==> config.mk <==
export PLATFORM = sky130hd
export DESIGN_NAME = antdrv_top
export DESIGN_NICKNAME = d
export VERILOG_FILES = /design/src/antdrv_pkg.sv /design/src/antdrv_sel_if.sv /design/src/antdrv_select.sv /design/src/antdrv_top.sv
export SDC_FILE = /design/constraint.sdc
export NUM_CORES = 1
export LEC_CHECK = 0
export ABC_AREA = 1
export BUFFER_PORTS_ARGS = -buffer_cell sky130_fd_sc_hd__buf_2
export CAP_MARGIN = 20
export CORE_AREA = 2 2 101 103
export CTS_CLUSTER_SIZE = 25
export DETAILED_ROUTE_END_ITERATION = 10
export DIE_AREA = 0 0 103 105
export HOLD_SLACK_MARGIN = 0.02
export PLACE_DENSITY = 0.72
export SYNTH_ARGS = -nofsm -noshare
export SYNTH_HDL_FRONTEND = slang
export SYNTH_SLANG_ARGS = --single-unit
==> constraint.sdc <==
create_clock -name CLK -period 2.6 [get_ports CLK]
set_input_delay 0.26 -clock CLK [delete_from_list [all_inputs] [get_ports CLK]]
set_output_delay 0.26 -clock CLK [all_outputs]
set_load 0.03 [all_outputs]
==> src/antdrv_pkg.sv <==
// Package: constants and types of the antenna driver output select block
package antdrv_pkg;
  // Carrier derivation
  localparam int OSC_FREQ_KHZ = 27120;
  localparam int CARRIER_DIV = 2;
  localparam int CARRIER_FREQ_KHZ = OSC_FREQ_KHZ / CARRIER_DIV;
  // Conductance widths
  localparam int P_COND_W = 6;
  localparam int N_COND_W = 4;
  // Register byte offsets
  localparam logic [7:0] CTRL_REG_OFS = 8'h00;
  localparam logic [7:0] P_UNMOD_REG_OFS = 8'h04;
  localparam logic [7:0] P_KEYED_REG_OFS = 8'h08;
  localparam logic [7:0] N_COND_REG_OFS = 8'h0C;
  localparam logic [7:0] STATUS_REG_OFS = 8'h10;
  // Control register fields
  localparam int CTRL_A_EN_BIT = 0;
  localparam int CTRL_B_EN_BIT = 1;
  localparam int CTRL_FORCE_BIT = 2;
  localparam int CTRL_A_INV_ON_BIT = 3;
  localparam int CTRL_A_INV_OFF_BIT = 4;
  localparam int CTRL_B_CW_BIT = 5;
  localparam int CTRL_B_INV_ON_BIT = 6;
  localparam int CTRL_B_INV_OFF_BIT = 7;
  // N conductance register fields
  localparam int N_UNMOD_LSB = 4;
  localparam int N_KEYED_LSB = 0;
  // Reset values
  localparam logic [7:0] CTRL_RST = 8'h00;
  localparam logic [P_COND_W-1:0] P_UNMOD_RST = 6'h3F;
  localparam logic [P_COND_W-1:0] P_KEYED_RST = 6'h20;
  localparam logic [7:0] N_COND_RST = 8'h88;
  // AXI responses
  localparam logic [1:0] AXI_OKAY = 2'h0;
  localparam logic [1:0] AXI_SLVERR = 2'h2;
  // Waveform choice for one pin
  typedef enum logic [1:0] {WAVE_ZERO, WAVE_CARRIER, WAVE_INVERTED} antdrv_wave_e;
  // Registered control snapshot
  typedef struct packed {
    logic envelope;
    logic [7:0] ctrl;
  } antdrv_snap_s;
endpackage : antdrv_pkg

==> src/antdrv_sel_if.sv <==
// Interface: snapshot in, pin selections out
`timescale 1ns/1ps
`default_nettype none
interface antdrv_sel_if;
  import antdrv_pkg::*;
  antdrv_snap_s snap;
  antdrv_wave_e wave_a;
  antdrv_wave_e wave_b;
  logic unmod_a;
  logic unmod_b;
  logic active_a;
  logic active_b;
  modport ctl (output snap, input wave_a, wave_b, unmod_a, unmod_b, active_a, active_b);
  modport sel (input snap, output wave_a, wave_b, unmod_a, unmod_b, active_a, active_b);
endinterface : antdrv_sel_if
`default_nettype wire

==> src/antdrv_select.sv <==
// Module: per-pin waveform and conductance selection
`timescale 1ns/1ps
`default_nettype none
module antdrv_select
  import antdrv_pkg::*;
(
  // Snapshot and selections
  antdrv_sel_if.sel sif
);
  // Named control bits
  wire env = sif.snap.envelope;
  wire en_a = sif.snap.ctrl[CTRL_A_EN_BIT];
  wire en_b = sif.snap.ctrl[CTRL_B_EN_BIT];
  wire force_full_depth_keying = sif.snap.ctrl[CTRL_FORCE_BIT];
  wire driver_a_invert_when_on = sif.snap.ctrl[CTRL_A_INV_ON_BIT];
  wire driver_b_always_unmodulated = sif.snap.ctrl[CTRL_B_CW_BIT];
  wire driver_b_invert_when_on = sif.snap.ctrl[CTRL_B_INV_ON_BIT];
  // Pause with full depth keying pulls pin low, pin B only when not always unmodulated
  wire hold_low_a = force_full_depth_keying && !env;
  wire hold_low_b = force_full_depth_keying && !env && !driver_b_always_unmodulated;
  antdrv_wave_e run_a;
  antdrv_wave_e run_b;
  // Carrier polarity from the on-inversion bits
  assign run_a = driver_a_invert_when_on ? WAVE_INVERTED : WAVE_CARRIER;
  assign run_b = driver_b_invert_when_on ? WAVE_INVERTED : WAVE_CARRIER;
  // Disabled drivers stay low with no conductance
  assign sif.wave_a = (!en_a || hold_low_a) ? WAVE_ZERO : run_a;
  assign sif.wave_b = (!en_b || hold_low_b) ? WAVE_ZERO : run_b;
  // Conductance choice: envelope high or forced unmodulated
  assign sif.unmod_a = env;
  assign sif.unmod_b = env || driver_b_always_unmodulated;
  assign sif.active_a = en_a;
  assign sif.active_b = en_b;
endmodule : antdrv_select
`default_nettype wire

==> src/antdrv_top.sv <==
// Module: antenna driver output select with AXI4-Lite registers
`timescale 1ns/1ps
`default_nettype none
module antdrv_top
  import antdrv_pkg::*;
(
  // Clock and reset
  input wire logic CLK,
  input wire logic NRST,
  // Transmit envelope
  input wire logic ENVELOPE,
  // AXI4-Lite write channels
  input wire logic [7:0] S_AXI_AWADDR,
  input wire logic S_AXI_AWVALID,
  output logic S_AXI_AWREADY,
  input wire logic [31:0] S_AXI_WDATA,
  input wire logic [3:0] S_AXI_WSTRB,
  input wire logic S_AXI_WVALID,
  output logic S_AXI_WREADY,
  output logic [1:0] S_AXI_BRESP,
  output logic S_AXI_BVALID,
  input wire logic S_AXI_BREADY,
  // AXI4-Lite read channels
  input wire logic [7:0] S_AXI_ARADDR,
  input wire logic S_AXI_ARVALID,
  output logic S_AXI_ARREADY,
  output logic [31:0] S_AXI_RDATA,
  output logic [1:0] S_AXI_RRESP,
  output logic S_AXI_RVALID,
  input wire logic S_AXI_RREADY,
  // Antenna driver outputs
  output logic ANTENNA_PIN_A,
  output logic ANTENNA_PIN_B,
  output logic CARRIER_CLOCK,
  output logic [P_COND_W-1:0] P_COND_A,
  output logic [N_COND_W-1:0] N_COND_A,
  output logic [P_COND_W-1:0] P_COND_B,
  output logic [N_COND_W-1:0] N_COND_B
);
  // Software registers
  logic [7:0] ctrl;
  logic [P_COND_W-1:0] p_unmodulated_conductance_reg;
  logic [P_COND_W-1:0] p_keyed_conductance_reg;
  logic [7:0] n_conductance_reg;
  // Carrier divider and snapshot
  logic carrier_q;
  antdrv_snap_s snap;
  // Bus state
  logic aw_got;
  logic w_got;
  logic [7:0] awaddr_q;
  logic [31:0] wdata_q;
  logic [3:0] wstrb_q;

  // Known register offsets
  function automatic logic reg_hit(input logic [7:0] a);
    reg_hit = (a == CTRL_REG_OFS) || (a == P_UNMOD_REG_OFS) || (a == P_KEYED_REG_OFS)
      || (a == N_COND_REG_OFS) || (a == STATUS_REG_OFS);
  endfunction : reg_hit

  // Conductance fields
  wire [N_COND_W-1:0] n_unmodulated_field = n_conductance_reg[N_UNMOD_LSB +: N_COND_W];
  wire [N_COND_W-1:0] n_keyed_field = n_conductance_reg[N_KEYED_LSB +: N_COND_W];

  // Selection logic
  antdrv_sel_if sif ();
  assign sif.snap = snap;
  antdrv_select u_select (
    .sif (sif.sel)
  );

  // Carrier and its inverse as seen one edge ahead
  wire carrier_clock = carrier_q;
  wire carrier_clock_inverted = !carrier_q;
  wire carrier_rise = !carrier_q;

  // Waveform decode for each pin
  wire next_pin_a = (sif.wave_a == WAVE_CARRIER) ? carrier_clock :
    (sif.wave_a == WAVE_INVERTED) ? carrier_clock_inverted : 1'b0;
  wire next_pin_b = (sif.wave_b == WAVE_CARRIER) ? carrier_clock :
    (sif.wave_b == WAVE_INVERTED) ? carrier_clock_inverted : 1'b0;
  // Conductance choice, shared registers for both arrays
  wire [P_COND_W-1:0] next_p_a = !sif.active_a ? '0 :
    sif.unmod_a ? p_unmodulated_conductance_reg : p_keyed_conductance_reg;
  wire [N_COND_W-1:0] next_n_a = !sif.active_a ? '0 :
    sif.unmod_a ? n_unmodulated_field : n_keyed_field;
  wire [P_COND_W-1:0] next_p_b = !sif.active_b ? '0 :
    sif.unmod_b ? p_unmodulated_conductance_reg : p_keyed_conductance_reg;
  wire [N_COND_W-1:0] next_n_b = !sif.active_b ? '0 :
    sif.unmod_b ? n_unmodulated_field : n_keyed_field;

  // Divide by two
  always_ff @(posedge CLK) begin
    if (!NRST) begin
      carrier_q <= 1'b0;
    end else begin
      carrier_q <= !carrier_q;
    end
  end

  // Snapshot taken once per carrier period
  always_ff @(posedge CLK) begin
    if (!NRST) begin
      snap <= '{envelope: 1'b1, ctrl: CTRL_RST};
    end else if (carrier_rise) begin
      snap <= '{envelope: ENVELOPE, ctrl: ctrl};
    end
  end

  // Output flops, all updated on one edge
  always_ff @(posedge CLK) begin
    if (!NRST) begin
      ANTENNA_PIN_A <= 1'b0;
      ANTENNA_PIN_B <= 1'b0;
      CARRIER_CLOCK <= 1'b0;
      P_COND_A <= '0;
      N_COND_A <= '0;
      P_COND_B <= '0;
      N_COND_B <= '0;
    end else begin
      ANTENNA_PIN_A <= next_pin_a;
      ANTENNA_PIN_B <= next_pin_b;
      CARRIER_CLOCK <= carrier_clock;
      P_COND_A <= next_p_a;
      N_COND_A <= next_n_a;
      P_COND_B <= next_p_b;
      N_COND_B <= next_n_b;
    end
  end

  // Write path: address and data in either order
  wire do_write = aw_got && w_got && !S_AXI_BVALID;
  wire wr_lane0 = wstrb_q[0];
  always_ff @(posedge CLK) begin
    if (!NRST) begin
      aw_got <= 1'b0;
      w_got <= 1'b0;
      awaddr_q <= 8'h00;
      wdata_q <= 32'h0000_0000;
      wstrb_q <= 4'h0;
      S_AXI_AWREADY <= 1'b1;
      S_AXI_WREADY <= 1'b1;
      S_AXI_BVALID <= 1'b0;
      S_AXI_BRESP <= AXI_OKAY;
    end else begin
      if (S_AXI_AWVALID && S_AXI_AWREADY) begin
        aw_got <= 1'b1;
        awaddr_q <= S_AXI_AWADDR;
        S_AXI_AWREADY <= 1'b0;
      end
      if (S_AXI_WVALID && S_AXI_WREADY) begin
        w_got <= 1'b1;
        wdata_q <= S_AXI_WDATA;
        wstrb_q <= S_AXI_WSTRB;
        S_AXI_WREADY <= 1'b0;
      end
      if (do_write) begin
        aw_got <= 1'b0;
        w_got <= 1'b0;
        S_AXI_BVALID <= 1'b1;
        S_AXI_BRESP <= reg_hit(awaddr_q) ? AXI_OKAY : AXI_SLVERR;
      end
      if (S_AXI_BVALID && S_AXI_BREADY) begin
        S_AXI_BVALID <= 1'b0;
        S_AXI_AWREADY <= 1'b1;
        S_AXI_WREADY <= 1'b1;
      end
    end
  end

  // Register writes, low byte lane only
  always_ff @(posedge CLK) begin
    if (!NRST) begin
      ctrl <= CTRL_RST;
      p_unmodulated_conductance_reg <= P_UNMOD_RST;
      p_keyed_conductance_reg <= P_KEYED_RST;
      n_conductance_reg <= N_COND_RST;
    end else if (do_write && wr_lane0) begin
      case (awaddr_q)
        CTRL_REG_OFS: ctrl <= wdata_q[7:0];
        P_UNMOD_REG_OFS: p_unmodulated_conductance_reg <= wdata_q[P_COND_W-1:0];
        P_KEYED_REG_OFS: p_keyed_conductance_reg <= wdata_q[P_COND_W-1:0];
        N_COND_REG_OFS: n_conductance_reg <= wdata_q[7:0];
        default: ;
      endcase
    end
  end

  // Read decode
  wire [31:0] status_word = {28'h0000000, carrier_q, ANTENNA_PIN_B, ANTENNA_PIN_A, snap.envelope};
  wire [31:0] rd_word = (S_AXI_ARADDR == CTRL_REG_OFS) ? {24'h000000, ctrl} :
    (S_AXI_ARADDR == P_UNMOD_REG_OFS) ? {26'h0, p_unmodulated_conductance_reg} :
    (S_AXI_ARADDR == P_KEYED_REG_OFS) ? {26'h0, p_keyed_conductance_reg} :
    (S_AXI_ARADDR == N_COND_REG_OFS) ? {24'h000000, n_conductance_reg} :
    (S_AXI_ARADDR == STATUS_REG_OFS) ? status_word : 32'h0000_0000;

  // Read path
  always_ff @(posedge CLK) begin
    if (!NRST) begin
      S_AXI_ARREADY <= 1'b1;
      S_AXI_RVALID <= 1'b0;
      S_AXI_RDATA <= 32'h0000_0000;
      S_AXI_RRESP <= AXI_OKAY;
    end else if (S_AXI_ARVALID && S_AXI_ARREADY) begin
      S_AXI_ARREADY <= 1'b0;
      S_AXI_RVALID <= 1'b1;
      S_AXI_RDATA <= rd_word;
      S_AXI_RRESP <= reg_hit(S_AXI_ARADDR) ? AXI_OKAY : AXI_SLVERR;
    end else if (S_AXI_RVALID && S_AXI_RREADY) begin
      S_AXI_RVALID <= 1'b0;
      S_AXI_ARREADY <= 1'b1;
    end
  end

  wire s_en_a = snap.ctrl[CTRL_A_EN_BIT];
  wire s_en_b = snap.ctrl[CTRL_B_EN_BIT];
  wire s_force = snap.ctrl[CTRL_FORCE_BIT];
  wire s_inv_a = snap.ctrl[CTRL_A_INV_ON_BIT];
  wire s_cw_b = snap.ctrl[CTRL_B_CW_BIT];
  wire s_inv_b = snap.ctrl[CTRL_B_INV_ON_BIT];
endmodule : antdrv_top
`default_nettype wire

==> run_results.csv <==
group,metric,value,unit
die,floorplan.die_area,10800,µm²
sta,timing.hold.ws,135,ps
min_path,hp-class,"primary input to flip-flop",
worst_setup_path,critical_path_peak_fanout,16,
worst_setup_path,reg2regPathDepth,7,
clock_tree,cts_num_sinks,93,
die,die_w,103,µm
synthesis,ys_warn_count,0,
placement,portBuffers,70,
sta,timing_worst_slew_pin_value,587,ps
cells_and_area,layoutNonFillerInstCount,707,
synthesis,synthesis.instances,503,
route,detail_route.wl_per_cell,13.2,µm
die,floorplan.die.height,105,µm
worst_setup_path,crit_path_start_kind,"flip-flop",
sta,timing.slew.headroom,0.607,
sta,setup_viol_count_final,0,
sta,timing.final.max_slew_violations,0,
placement,numPlacedInstances,691,
die,coreArea,9640,µm²
route,route.vias.total,3380,
cells_and_area,footprint_of_the_multi_input_gates,1620,µm²
synthesis,mappedNetlistArea,3830,µm²
route,detail_route.first_pass.iterations,4,
power_and_ir_drop,power.ir.vdd_worst,0.381,mV
synthesis,ys_types,32,
clock_tree,clock_tree.buffer_depth,2,
worst_setup_path,worst-endpoint-arrival,2130,ps
clock_tree,cts_tree,"built",
worst_setup_path,timing.reg2reg.setup_slack,700,ps
worst_setup_path,critical_path.reg2reg.startpoint,"S_AXI_BVALID$_SDFFE_PP0P_",
worst_setup_path,worst_setup_sp,"S_AXI_BVALID$_SDFFE_PP0P_",
global_routing,initial_antenna_violation_count,0,
global_routing,grt_overflow,0,
clock_tree,root_buffer,"sky130_fd_sc_hd__clkbuf_8",
clock_tree,postCtsSetupRepairBufs,0,
worst_setup_path,worstPathRequired,2830,ps
sta,setup-tns-final,0,ps
cells_and_area,layout-area-overhead-vs-synth,15.0,%
synthesis,syn-mean-instance-area,7.62,µm²
die,placementRows,36,
power_and_ir_drop,leakagePower,2.10,nW
cells_and_area,n_fill_cell,1023,
route,drtAntennaViolNets,0,
sta,finalWorstPathRequiredPeriod,1900,ps
power_and_ir_drop,power.density,628,nW/µm²
synthesis,seq_area_frac_synth,0.485,
worst_setup_path,worstSetupPathType,"flip-flop to flip-flop",
global_routing,groute.usage.overall,0.175,
placement,dp_hpwl,7.13,mm
synthesis,synth.largest_area_cell,"sky130_fd_sc_hd__dfxtp_1",
worst_setup_path,endpoint,"ctrl[3]$_SDFFE_PN0P_",
route,drcViolationCount,0,
synthesis,synth_flop_cell,"sky130_fd_sc_hd__dfxtp_1",
sta,finalHoldViolCount,0,
route,drt-total-wl,9.35,mm
sta,clock_skew,11.5,ps
placement,place_area,4200,µm²
placement,finalWeightedCongestion,0.930,
cells_and_area,fin_area,4410,µm²
route,avgViaCountPerCell,4.78,
sta,final_min_period_over_clock_period,0.731,
synthesis,asyncSetResetFlopFracSynth,0,
synthesis,synth-edff-count,0,
sta,fmax_achieved,0.526,GHz
die,initial_utilization,0.398,
global_routing,grt_max_degree,48,
sta,grt_setup_unrepaired,"false",
cells_and_area,n_antenna_cell,0,
cells_and_area,final_core_utilization,0.458,
global_routing,grt_pass1_vias,3090,
clock_tree,cts.reportedPaths.clkPinSlew,90,ps
cells_and_area,drive_gt1_frac,0.179,
worst_setup_path,destination_of_the_worst_register_to_register_timing_path,"ctrl[3]$_SDFFE_PN0P_",
cells_and_area,most_common_cell_after_layout_fill_and_taps_aside,"sky130_fd_sc_hd__dfxtp_1",
global_routing,wire_length_of_the_first_global_routing_pass,14.8,mm
clock_tree,cts.repair.resized,0,
synthesis,synth_top_area_frac,0.485,
cells_and_area,fin_nets,629,
cells_and_area,layout_common_cells,"93 x sky130_fd_sc_hd__dfxtp_1, 76 x sky130_fd_sc_hd__nor2_1, 73 x sky130_fd_sc_hd__nand2_1, 70 x sky130_fd_sc_hd__buf_2, 56 x sky130_fd_sc_hd__o21ai_0",
clock_tree,cts_hold_buffers,0,
clock_tree,latest_clock_arrival_within_the_worst_skew_pair,360,ps
die,ioPinCount,124,
clock_tree,ctsHtreeMaxLevel,3,
route,initialDrtViolationCount,106,
cells_and_area,regArea,1860,µm²
flow_run,timing.max_cap.violations,0,
synthesis,synth.top_cells.by_area,"sky130_fd_sc_hd__dfxtp_1 49%, sky130_fd_sc_hd__nor2_1 7.4%, sky130_fd_sc_hd__o21ai_0 7.3%",
outcome,status,"finished clean",
synthesis,synth_seq_cells,93,
clock_tree,cts_buffers,9,
worst_setup_path,worstSetupEndpointType,"flip-flop",
==> routing by layer <==
| layer | share of wire | track usage | wire length [µm] |
|---|---|---|---|
| met3 | 0.063 | 0.0421 | 592 |
| met1 | 0.45 | 0.229 | 4240 |
| met5 | 0 | 0 | 0 |
| met4 | 0.011 | 0.0592 | 104 |
| met2 | 0.47 | 0.279 | 4420 |
==> stage by stage <==
| step | total power, mW | worst slack, ps |
|---|---|---|
| after detailed placement | 1.82 | 711 |
| after CTS | 2.79 | 683 |
| after global routing | 2.89 | 521 |
| after floorplan | 1.77 | 1200 |
| after global placement | 1.81 | 857 |
| final | 2.77 | 698 |
==> cell families (layout without fill, tap and decap cells) <==
kind of cell           count (synthesis)  count (layout)  share of synthesized area
AO/OA/AOI/OAI                        117             117                      0.167
AND/OR/NAND/NOR                      200             200                      0.227
other                                  1              26                   0.000978
XOR/XNOR                               1               1                    0.00228
flip-flops                            93              93                      0.485
buffers and inverters                 91             137                      0.117
==> report_power, final <==
group          leakage (nW)  internal (mW)  switching (mW)
sequential            0.757           1.46          0.0370
combinational          1.24         0.0755           0.211
clock                0.0991          0.477           0.506
==> cell type report <==
cell class,count,area share
inverters,47,0.0400
clock buffers,10,0.0312
multi-input cells,344,0.367
well taps,133,0.0377
flip-flops and latches,93,0.422
clock inverters,6,0.0162
repair buffers,74,0.0862
==> critical path: stages (launching register included) <==
cell and delay (ps):
sky130_fd_sc_hd__dfxtp_1 340, sky130_fd_sc_hd__inv_2 60, sky130_fd_sc_hd__nand3_2 110, sky130_fd_sc_hd__nor2_1 110, sky130_fd_sc_hd__buf_4 190, sky130_fd_sc_hd__nand4_1 490, sky130_fd_sc_hd__o21ai_0 380, sky130_fd_sc_hd__a21oi_1 70
==> worst min-delay path by stage <==
stage | cells after the start | slack (ps) | from | endpoint
after floorplan | 2 | 400 | S_AXI_BREADY | S_AXI_AWREADY$_SDFFE_PP1P_
after global placement | 2 | 440 | awaddr_q[0]$_SDFFE_PN0P_ | awaddr_q[0]$_SDFFE_PN0P_
after detailed placement | 2 | 450 | awaddr_q[0]$_SDFFE_PN0P_ | awaddr_q[0]$_SDFFE_PN0P_
after CTS | 3 | 120 | S_AXI_BREADY | S_AXI_AWREADY$_SDFFE_PP1P_
after global routing | 2 | 130 | NRST | S_AXI_ARREADY$_SDFFE_PN1P_
final | 2 | 130 | NRST | S_AXI_ARREADY$_SDFFE_PN1P_
==> Yosys cell counts, drive strengths merged, types with 3 or more instances <==
library cell	count
a211oi	5
a21oi	39
a221oi	4
buf	34
clkbuf	10
dfxtp	93
inv	45
nand2	74
nand3	41
nand4	3
nor2	79
o211ai	4
o21ai	57
o21bai	4
(Power assumes the default switching activity.)
